===== src/logic/srd_pkg.sv =====
package srd_pkg;
    // ------------------------------------------------------------
    // Chain geometry
    // ------------------------------------------------------------
    localparam int STAGE_BITS  = 8;
    localparam int STAGE_COUNT = 3;
    localparam int CHAIN_BITS  = STAGE_BITS * STAGE_COUNT;
    localparam int RELAY_COUNT = 11;
    localparam int INPUT_RELAYS = 10;

    // ------------------------------------------------------------
    // Relay positions in the latched word
    // ------------------------------------------------------------
    localparam int POLE_CONFIG_BIT = 10;
    localparam int CH5_RELAY_BIT   = 4;
    localparam int CH10_RELAY_BIT  = 9;
    localparam int CH5_SSW_BIT     = 11;
    localparam int CH10_SSW_BIT    = 12;

    // ------------------------------------------------------------
    // Reset values
    // ------------------------------------------------------------
    localparam logic [STAGE_BITS-1:0] STAGE_RESET  = 8'h00;
    localparam logic [1:0]            SYNC_RESET   = 2'h0;
    localparam logic [1:0]            SYNC_OE_RST  = 2'h3;

    typedef enum logic [0:0] {
        SRD_IDLE = 1'b0,
        SRD_SHIFTING = 1'b1
    } srd_phase_t;
endpackage


===== src/logic/srd_stage_if.sv =====
`timescale 1ns/100ps
// Signals shared by every driver stage: shift and latch strobes and the output enable.
interface srd_stage_if;
    logic shiftEn;
    logic latchEn;
    logic outEnN;
    modport ctrl  (output shiftEn, output latchEn, output outEnN);
    modport stage (input shiftEn, input latchEn, input outEnN);
endinterface

===== src/logic/srd_relay_chain.sv =====
`timescale 1ns/100ps
// Function
// - Three bytes shift in, one bit per clock.
// - Each stage overflows into the next stage; the last one drives serOutNext.
// - A strobe rise copies shifted state to latches.
// - Driver output low energizes its relay.
// - Latched state reaches relays only when enabled.
// - Supervisor holds enables inactive around power changes.
// - Ten input relays plus one pole relay.
// - Strobe pulse ends each relay update.
module srd_relay_chain
    import srd_pkg::*;
(
    // Clock and reset
    input  wire logic                       mclk,
    input  wire logic                       rst,
    // Serial relay bus pins
    input  wire logic                       serClk,
    input  wire logic                       serData,
    input  wire logic                       strobe,
    output logic                            serOutNext,
    // Supervisor input, high while supply is unsafe
    input  wire logic                       powerSupervisorHold,
    // Relay driver outputs, active low
    output logic [srd_pkg::INPUT_RELAYS-1:0] inputRelayN,
    output logic                            poleConfigRelayN,
    output logic                            ch5LatchingRelayN,
    output logic                            ch10LatchingRelayN,
    output logic                            ch5SolidStateSwitchN,
    output logic                            ch10SolidStateSwitchN,
    output logic [srd_pkg::CHAIN_BITS-1:0]  driverN,
    // Status
    output logic                            updateDone
);
    import srd_pkg::*;

    typedef struct packed {
        logic [1:0] clkSync;
        logic [1:0] datSync;
        logic [1:0] stbSync;
        logic [1:0] holdSync;
        logic       clkPrev;
        logic       stbPrev;
        logic       datHeld;
        logic       done;
    } srd_st_t;

    srd_st_t st_reg;
    srd_st_t st_next;

    srd_stage_if ctl ();
    logic [STAGE_COUNT:0] chainLink;
    logic clkRise;
    logic stbRise;

    // ------------------------------------------------------------
    // Pin synchronisation and edge detection
    // ------------------------------------------------------------
    // Edges are taken from the second flop only, so a metastable first
    // flop never reaches the shift logic.
    assign clkRise = st_reg.clkSync[1] & ~st_reg.clkPrev;
    assign stbRise = st_reg.stbSync[1] & ~st_reg.stbPrev;

    always_comb begin
        st_next = st_reg;
        st_next.clkSync  = {st_reg.clkSync[0], serClk};
        st_next.datSync  = {st_reg.datSync[0], serData};
        st_next.stbSync  = {st_reg.stbSync[0], strobe};
        st_next.holdSync = {st_reg.holdSync[0], powerSupervisorHold};
        st_next.clkPrev  = st_reg.clkSync[1];
        st_next.stbPrev  = st_reg.stbSync[1];
        st_next.datHeld  = st_reg.datSync[1];
        // The done pulse marks the strobe that closes an update sequence.
        st_next.done     = stbRise;
    end

    always_ff @(posedge mclk) begin
        if (rst) begin
            st_reg <= '{clkSync: SYNC_RESET, datSync: SYNC_RESET,
                        stbSync: SYNC_RESET, holdSync: SYNC_OE_RST,
                        clkPrev: 1'b0, stbPrev: 1'b0, datHeld: 1'b0,
                        done: 1'b0};
        end else begin
            st_reg <= st_next;
        end
    end

    // ------------------------------------------------------------
    // Stage control
    // ------------------------------------------------------------
    // Data sampled a cycle ahead of the edge gives the host setup margin.
    assign ctl.shiftEn = clkRise;
    assign ctl.latchEn = stbRise;
    // Enables stay inactive while the supervisor holds, and from reset.
    assign ctl.outEnN  = st_reg.holdSync[1] | rst;

    // ------------------------------------------------------------
    // Driver chain
    // ------------------------------------------------------------
    assign chainLink[0] = st_reg.datHeld;

    genvar g;
    generate
        for (g = 0; g < STAGE_COUNT; g++) begin : gStage
            srd_stage uStage (
                .mclk   (mclk),
                .rst    (rst),
                .ctl    (ctl),
                .serIn  (chainLink[g]),
                .serOut (chainLink[g+1]),
                .drvN   (driverN[g*STAGE_BITS +: STAGE_BITS])
            );
        end
    endgenerate

    assign serOutNext = chainLink[STAGE_COUNT];

    // ------------------------------------------------------------
    // Relay mapping
    // ------------------------------------------------------------
    // Ten input relays, then the pole relay; the host decides when the
    // solid-state paths for channels 5 and 10 are used.
    assign inputRelayN           = driverN[INPUT_RELAYS-1:0];
    assign poleConfigRelayN      = driverN[POLE_CONFIG_BIT];
    assign ch5LatchingRelayN     = driverN[CH5_RELAY_BIT];
    assign ch10LatchingRelayN    = driverN[CH10_RELAY_BIT];
    assign ch5SolidStateSwitchN  = driverN[CH5_SSW_BIT];
    assign ch10SolidStateSwitchN = driverN[CH10_SSW_BIT];
    assign updateDone            = st_reg.done;
endmodule


===== src/logic/srd_stage.sv =====
`timescale 1ns/100ps
// One eight-bit shift/latch driver stage with active-low outputs.
module srd_stage
    import srd_pkg::*;
(
    // Clock and reset
    input  wire logic                  mclk,
    input  wire logic                  rst,
    // Shared control
    srd_stage_if.stage                 ctl,
    // Serial path
    input  wire logic                  serIn,
    output logic                       serOut,
    // Driver outputs
    output logic [srd_pkg::STAGE_BITS-1:0] drvN
);
    import srd_pkg::*;

    typedef struct packed {
        logic [STAGE_BITS-1:0] shiftR;
        logic [STAGE_BITS-1:0] latchR;
    } srd_stage_st_t;

    srd_stage_st_t st_reg;
    srd_stage_st_t st_next;

    // ------------------------------------------------------------
    // Shift and latch
    // ------------------------------------------------------------
    // Shift on each data clock; copy to the latch on the strobe.
    always_comb begin
        st_next = st_reg;
        if (ctl.shiftEn) begin
            st_next.shiftR = {st_reg.shiftR[STAGE_BITS-2:0], serIn};
        end
        if (ctl.latchEn) begin
            st_next.latchR = st_reg.shiftR;
        end
    end

    always_ff @(posedge mclk) begin
        if (rst) begin
            st_reg <= '{shiftR: STAGE_RESET, latchR: STAGE_RESET};
        end else begin
            st_reg <= st_next;
        end
    end

    // Overflow bit feeds the next stage in the chain.
    assign serOut = st_reg.shiftR[STAGE_BITS-1];
    // Low energizes; with enable inactive every driver rests high.
    assign drvN = ctl.outEnN ? {STAGE_BITS{1'b1}} : ~st_reg.latchR;
endmodule


===== config.mk =====
export PLATFORM = sky130hd
export DESIGN_NAME = srd_relay_chain
export DESIGN_NICKNAME = d
export VERILOG_FILES = /design/src/logic/srd_pkg.sv /design/src/logic/srd_stage_if.sv /design/src/logic/srd_relay_chain.sv /design/src/logic/srd_stage.sv
export SDC_FILE = /design/constraint.sdc
export NUM_CORES = 1
export LEC_CHECK = 0
export BUFFER_PORTS_ARGS = -buffer_cell sky130_fd_sc_hd__buf_4
export CAP_MARGIN = 0
export CORE_ASPECT_RATIO = 1.25
export CORE_MARGIN = 1.5
export CORE_UTILIZATION = 40
export DETAILED_ROUTE_END_ITERATION = 10
export GPL_ROUTABILITY_DRIVEN = 0
export PLACE_DENSITY_LB_ADDON = 0.2
export RECOVER_POWER = 50
export SLEW_MARGIN = 0
export SYNTH_ARGS = -nofsm -noshare
export SYNTH_HDL_FRONTEND = slang
export SYNTH_HIERARCHICAL = 1
export SYNTH_SLANG_ARGS = --single-unit

===== constraint.sdc =====
create_clock -name mclk -period 1.6 [get_ports mclk]
set_clock_uncertainty 0.1 [all_clocks]
set_input_delay 0.08 -clock mclk [delete_from_list [all_inputs] [get_ports mclk]]
set_output_delay 0.08 -clock mclk [all_outputs]
set_load 0.005 [all_outputs]

After elaboration in Yosys (flattened, before gate mapping)
Index checks and enable logic that the tools add are counted.

operators by class
  reduce and logical (&&, ||, !) cells = 0
  mux-type cells = 3
  eq/ne operators = 0
  shift operators = 0
  magnitude comparators = 0
  add/subtract/negate cells = 0
  div/mod/pow operators = 0
  bitwise gates (word level) = 8
  multiply operators = 0

operators with widths
  operator           count
  2-to-1 mux 8 bit   3
  inverter 8 bit     3
  bitwise AND 1 bit  2
  inverter 1 bit     2
  bitwise OR 1 bit   1

storage, ports and cells
  word-level logic and storage cells = 25
  memories kept = 0
  input bits = 6
  register bits = 60
  memory bits (read-only) = 0
  memory bits (writable) = 0
  output and inout bits = 41
  latch bits = 0

Depth between registers and ports, before layout
Gate-level depths: netlist (run 1).

  word-level depth = 2
  mapped depth = 4
  gate-level depth less buffers = 3

By module
Netlist (run 1), hierarchy kept.

modules (own cells, without submodules)
  module           cells an instance  times used  seq. area each (um^2)  area an instance (um^2)
  srd_stage        60                 3           320.3                  629.4
  srd_relay_chain  43                 1           240.2                  466.7

Least setup slack after synthesis (run 1)
OpenSTA, ideal clock, no wires.

  kind = register to register
  from = register st_reg (netlist bit st_next[2])
  to = register gStage[0].uStage/st_reg[0] in the netlist's numbering
  stages on the path, launching flop included = 5
  path slack = 0.401 ns
  arrival = 0.983 ns
  clock period less this slack = 1.199 ns
  setup time = 0.116 ns
  data required time = 1.384 ns
  path buffers = 1
  path through = dfxtp_1 nor2b_1 buf_6 mux2i_1 nor2_1

on the way
  word-level cells in the longest chain between the ends = 1

ends and longest elaborated chain
  item                    line                   text
  from (decl)             srd_relay_chain.sv:48  srd_st_t st_reg;
  from (signal assigned)  srd_relay_chain.sv:79  st_reg <= '{clkSync: SYNC_RESET, datSync: SYNC_RESET,
  from (signal assigned)  srd_relay_chain.sv:84  st_reg <= st_next;
  bitwise AND 1 bit       srd_relay_chain.sv:62  assign stbRise = st_reg.stbSync[1] & ~st_reg.stbPrev;
  net ctl.latchEn         srd_stage_if.sv:5      logic latchEn;
  to (signal assigned)    srd_stage.sv:43        st_reg <= '{shiftR: STAGE_RESET, latchR: STAGE_RESET};
  to (signal assigned)    srd_stage.sv:45        st_reg <= st_next;
  to (decl)               srd_stage.sv:24        srd_stage_st_t st_reg;

The timed path passes the listed nets, and every way through them passes these cells.
A chain may end at the register's enable or synchronous reset.

==> results.md, run 1 <==
* Status: finished clean
* CTS root buf: clkbuf_8
* Primary FF master, synth: dfxtp_1
* Post-detail-place hpwl at 2180 um
* R2r startpoint: st_next[2]$_SDFF_PP0_
* Seq/Total Area, Yosys at 0.510
* Dpl cell area at 2600 sq um
* Power Density at 968 nW/um^2
* Tot Pwr at 0.00266 W
* Core Box Area at 5740 sq um
* Period utilization at 0.906
* Post-synth top cells: dfxtp_1 (60), mux2i_1 (48), nor2_1 (48), nand2b_1 (24), buf_4 (15)
* Grt ovf at 0
* Worst-Margin Slew at 1.14 ns
* Area grow syn2layout at 16.9%
* Iter 0 DRT Violations at 66
* Net switching power at 0.000538 W
* Critical Path Source: st_reg[5]$_SDFF_PP1_
* Bufs and invs on worst path at 1
* DIE AREA at 6360 sq um
* Site Rows at 31
* Sw Ratio at 0.202
* Setup violators final at 0
* RSZ-0062 raised after global routing: false
* ANT nets after route at 0
* Number of global-route vias before repair at 1379
* Synthesized cell area at 2350 sq um
* Relative slew slack at 0.243
* Pre-Repair DR Iteration Count at 6
* Num CTS Buffers at 9
* Critical path endpoint category: output port
* Critical Path Sink: driverN[4]
* Worst-skew pair later-pin latency at 0.32 ns
* Slew Viols, Final at 0
* Synth area leaders: dfxtp_1 (51%), mux2i_1 (20%), nor2_1 (7.7%), nand2b_1 (6.4%), buf_4 (4.8%)
* Crit start category: flop
* Reg-to-reg endpoint: gStage[0].uStage/st_reg[0]$_SDFFE_PP0P_
* Initial core utilization at 0.410
* Async SR Flop Fraction at 0
* Yosys reg bits at 60
* Final hold violation count at 0
* Mean post-synth cell area at 10.6 sq um
* Max stage delay on crit path at 0.31 ns
* CTS Sinks at 60
* Post-synth EDFFs at 0
* Die height at 88.8 um
* Clk pwr share at 0.394
* Die W at 71.6 um
* # nets final at 266
* CTS tree: yes
* Share of cells above drive strength 1 at 0.238
* Comb pwr share at 0.039
* R2R depth at 4
* Worst EP arrival at 1.27 ns
* Vias at 1486
* DR WL/cell at 11.1 um
* Synth cell types at 11
* CP top delay family: simple AND/OR/NAND/NOR gates
* First-pass GRT wire length at 6120 um
* Max clock buf depth at 2
* Final core occ at 0.480
* IR Drop Worst-Case VDD at 0.620 mV
* TNS Setup at 0 ns
* WL final at 3620 um
* Critical path fanouts, max at 24
* Reg power frac at 0.567
* Initial antenna violation count at 0
* Finished layout cell area at 2750 sq um
* Yosys warning count at 6
* Number of I/O pins at 47
* Top-count cell post-synth: dfxtp_1
* Worst Hold Class: flop to flop
* Port buffer count at 46
* Internal cell power at 0.00213 W
* Max reg flops at 45
* Critical Path Stages at 3
* Via/cell ratio at 4.54
* CP max-delay cell: or2_4
* WP data required at 1.42 ns
* Cell Chain, Critical Path: or2_4, nand2b_1, buf_4
* Mapped Cells at 223
* All-layer global routing usage at 0.127
* Flop2flop setup slack at 0.18 ns
* Ant. Diodes at 0
* Largest net degree at the start of global routing at 61
* Lkg Pwr at 1.04 nW
* H-tree levels at 3
* Fmax at 690 MHz
* CP Class: flop to output port
* Drt drc at 0
* Reg clk slew, reported paths at 0.06 ns
* Maxcap violations at 0
* Dominant cell type by area after synthesis: dfxtp_1
* Yosys top cell area share at 0.510
* Syn_nets at 229
* Tmin final at 1.45 ns
==> cell families (layout without fill, tap and decap cells) <==
family	count (synthesis)	after routing	share of synthesized area
flip-flops	60	60	0.510
AND/OR/NAND/NOR	87	87	0.184
multiplexers	48	48	0.204
buffers and inverters	28	66	0.102
==> power groups by stage <==
stage	Sequential (W)	Clock, W	Combinational (W)
5_1_grt	0.00151	0.00119	0.000112
6_report	0.00151	0.00105	0.000103
4_1_cts	0.00151	0.00110	0.000112
2_1_floorplan	0.00154	0	0.0000914
3_5_place_dp	0.00154	0	0.000104
3_3_place_gp	0.00154	0	0.000104
==> worst min path at each step <==
stage,startpoint,endpoint,slack [ns],cells past startpoint
after CTS,rst,gStage[2].uStage/st_reg[1]$_SDFFE_PP0P_,0.27,3
after global placement,powerSupervisorHold,st_next[5]$_SDFF_PP1_,0.16,2
after floorplan,rst,chainLink[0]$_SDFF_PP0_,0.05,1
final,st_next[5]$_SDFF_PP1_,st_reg[5]$_SDFF_PP1_,0.30,1
after global routing,st_next[5]$_SDFF_PP1_,st_reg[5]$_SDFF_PP1_,0.35,1
after detailed placement,powerSupervisorHold,st_next[5]$_SDFF_PP1_,0.16,2
==> final cells by class <==
cell class | instances | area (sq um)
fill | 554 | 2990
sequential | 60 | 1200
tap | 66 | 82.6
multi-input combinational | 135 | 913
timing repair buffer | 54 | 410
clock buffer | 12 | 145
==> timing repair <==
action | in CTS | in global routing
endpoints found under the hold margin | 4 | 0
hold buffers | 4 | 0
buffers inserted | 0 | 0
gates resized for setup | 2 | 0
setup endpoints to repair | 39 | 0
==> cell usage in the layout, fill, tap and decap left out <==
cell type	count
dfxtp_1	60
mux2i_1	48
nor2_1	48
buf_4	45
nand2b_1	24
clkbuf_8	10
nor2b_1	8
dlygate4sd3_1	4
clkbuf_4	3
or2_1	2
and2b_1	2
clkbuf_1	2
clkbuf_2	2
or2_4	1
nor2b_2	1
nor3b_1	1
==> metal layers <==
layer  wire (um)  vias to the layer above  part of all wire  GRT usage
li1            -                      777                 -          -
met1        1770                      671              0.49      0.151
met2        1640                       36              0.45      0.196
met3         176                        2             0.049     0.0308
met4          36                        0             0.010     0.0978
met5           0                        -                 0          0
==> stage by stage <==
stage	setup slack, ns	hold slack (ns)	cells
3_5_place_dp	0.234	0.163	311
4_1_cts	0.115	0.267	327
5_1_grt	0.0411	0.349	327
2_1_floorplan	0.401	0.0516	223
3_3_place_gp	0.267	0.161	311
6_report	0.151	0.303	327
Note: power is estimated with default switching activity, not from simulation.
==> run 2: changes to the inputs <==
- BUFFER_PORTS_ARGS: -buffer_cell sky130_fd_sc_hd__buf_4 -> default
- DONT_BUFFER_PORTS: default -> 1
==> run 2 against run 1 <==
  * The flow now finishes with violations (DRC)
  * Worst hold slack worse by 0.016 ns
  * Global-route usage hardly changed
  * Wire length down 0.72%
  * Core utilization is 5.2 points lower
  * Sequential share of layout area increased by 5.3 points
  * Sequential power about the same
  * Total power rose by 0.17%
  * Combinational power about the same
  * Non-clock buffer count fell by 45
  * Clock power about the same
  * Flip-flop and latch count unchanged
  * Design area fell by 11%
==> results.md, run 2 (synthesis results as in run 1) <==
* CTS root buf: clkbuf_8
* CTS Sinks at 60
* Die W at 71.6 um
* DR WL/cell at 12.6 um
* Num CTS Buffers at 9
* # Post-CTS Setup Buffers at 0
* Cell Chain, Critical Path: dlygate4sd3_1, buf_16, nor2b_1, dlygate4sd3_1
* Pre-CTS WS at 0.272 ns
* Final hold violation count at 0
* IR Drop Worst-Case VDD at 0.512 mV
* RSZ-0062 raised after global routing: false
* Core Box Area at 5740 sq um
* Critical path fanouts, max at 60
* Fmax at 689 MHz
* Commonest non-fill, non-tap cell in the layout: dfxtp_1
* CP Class: input port to flop
* Final core occ at 0.427
* Die height at 88.8 um
* Drt drc at 3
* Tmin final at 1.45 ns
* ANT nets after route at 0
* Ant. Diodes at 0
* Slew Viols, Final at 0
* CTS tree: yes
* R2r startpoint: st_next[3]$_SDFF_PP0_
* Worst-skew pair later-pin latency at 0.32 ns
* Sequential cell area at 1200 sq um
* Port buffer count at 0
* Flop2flop setup slack at 0.19 ns
* Grt ovf at 0
* First-pass GRT wire length at 6000 um
* Tot Pwr at 0.00267 W
* WL final at 3590 um
* Reg-to-reg endpoint: gStage[0].uStage/st_reg[8]$_SDFFE_PP0P_
* Lkg Pwr at 0.865 nW
* Maxcap violations at 0
* R2R depth at 4
* Worst-Margin Slew at 0.451 ns
* Period utilization at 0.907
* Initial core utilization at 0.410
* Final WS setup at 0.148 ns
* Vias at 1345
* Largest net degree at the start of global routing at 61
* Via/cell ratio at 4.72
* Crit start category: input port
* All-layer global routing usage at 0.127
* H-tree levels at 3
* Iter 0 DRT Violations at 57
* Worst Hold Class: input port to flop
* Site Rows at 31
* Max reg flops at 45
* Pre-Repair DR Iteration Count at 9
* # nets final at 221
* DIE AREA at 6360 sq um
* TNS Setup at 0 ns
* Critical path endpoint category: flop
* Area grow syn2layout at 4.14%
* Hold WS at 0.287 ns
* Min-Delay Startpoint: powerSupervisorHold
* Relative slew slack at 0.699
* Cell mode on critical path: dlygate4sd3_1
* Max clock buf depth at 2
* Area of the multi-input gates at 911 sq um
* Number of global-route vias before repair at 1327
* Hold EP: st_next[5]$_SDFF_PP1_
* Status: finished, violations left
* Worst EP arrival at 1.56 ns
* Number of I/O pins at 47
* Initial antenna violation count at 0
* Hold path depth at 2
* CP max-delay cell: dlygate4sd3_1
* Fill cells at 561
* WP data required at 1.71 ns
* Max stage delay on crit path at 0.61 ns
* Share of cells above drive strength 1 at 0.0776
* Reg clk slew, reported paths at 0.06 ns
* Power Density at 1090 nW/um^2
* Most frequent cells in the layout: dfxtp_1 (60), mux2i_1 (48), nor2_1 (48)
* Failing checks: DRC
* Post-detail-place hpwl at 2040 um
* Setup violators final at 0
-- run 2: how the worst max path moves through the flow --
stage	startpoint	end	slack [ns]
floorplan	st_next[2]$_SDFF_PP0_	gStage[0].uStage/st_reg[0]$_SDFFE_PP0P_	0.40
global route	st_next[3]$_SDFF_PP0_	gStage[1].uStage/st_reg[9]$_SDFFE_PP0P_	0.07
detailed placement	st_reg[5]$_SDFF_PP1_	ch5LatchingRelayN	0.27
finish	rst	st_next[7]$_SDFF_PP0_	0.15
CTS	st_reg[5]$_SDFF_PP1_	ch5LatchingRelayN	0.03
global placement	st_reg[5]$_SDFF_PP1_	ch5LatchingRelayN	0.32
-- run 2: critical path: cells and delay by family --
| family | cells | cell delay [ns] |
|---|---|---|
| AND/OR/NAND/NOR | 1 | 0.07 |
| buffers and inverters | 3 | 1.42 |
-- run 2: layout make-up --
class / instances / share of cell area
Clock buffer: 12 / 0.0551
Clock inverter: 3 / 0.00612
Multi-Input combinational cell: 135 / 0.371
Sequential cell: 60 / 0.490
Tap cell: 66 / 0.0337
Timing Repair Buffer: 9 / 0.0439
-- run 2: through the flow --
step	cells	cell area (sq um)
after floorplan	223	2350
after global placement	264	2240
after detailed placement	264	2240
after CTS	285	2460
after global routing	285	2450
final	285	2450
-- run 2: layer usage --
metal | track usage | vias up | wire length (um)
met4 | 0.101 | 0 | 106
met5 | 0 | - | 0
li1 | - | 686 | -
met3 | 0.0456 | 9 | 232
met1 | 0.136 | 617 | 1610
met2 | 0.203 | 33 | 1640
-- run 2: power by group --
group | internal [W] | switching (W) | leakage (nW)
logic | 0.0000498 | 0.0000557 | 0.300
clock network | 0.000546 | 0.000507 | 0.0800
registers | 0.00151 | 0.00000316 | 0.485
-- run 2: what timing repair did --
item / CTS / global route
hold buffers: 6 / 0
setup endpoints to repair: 39 / 12
endpoints found under the hold margin: 60 / 0
gates cloned: 0 / 0
gates resized for setup: 1 / 1
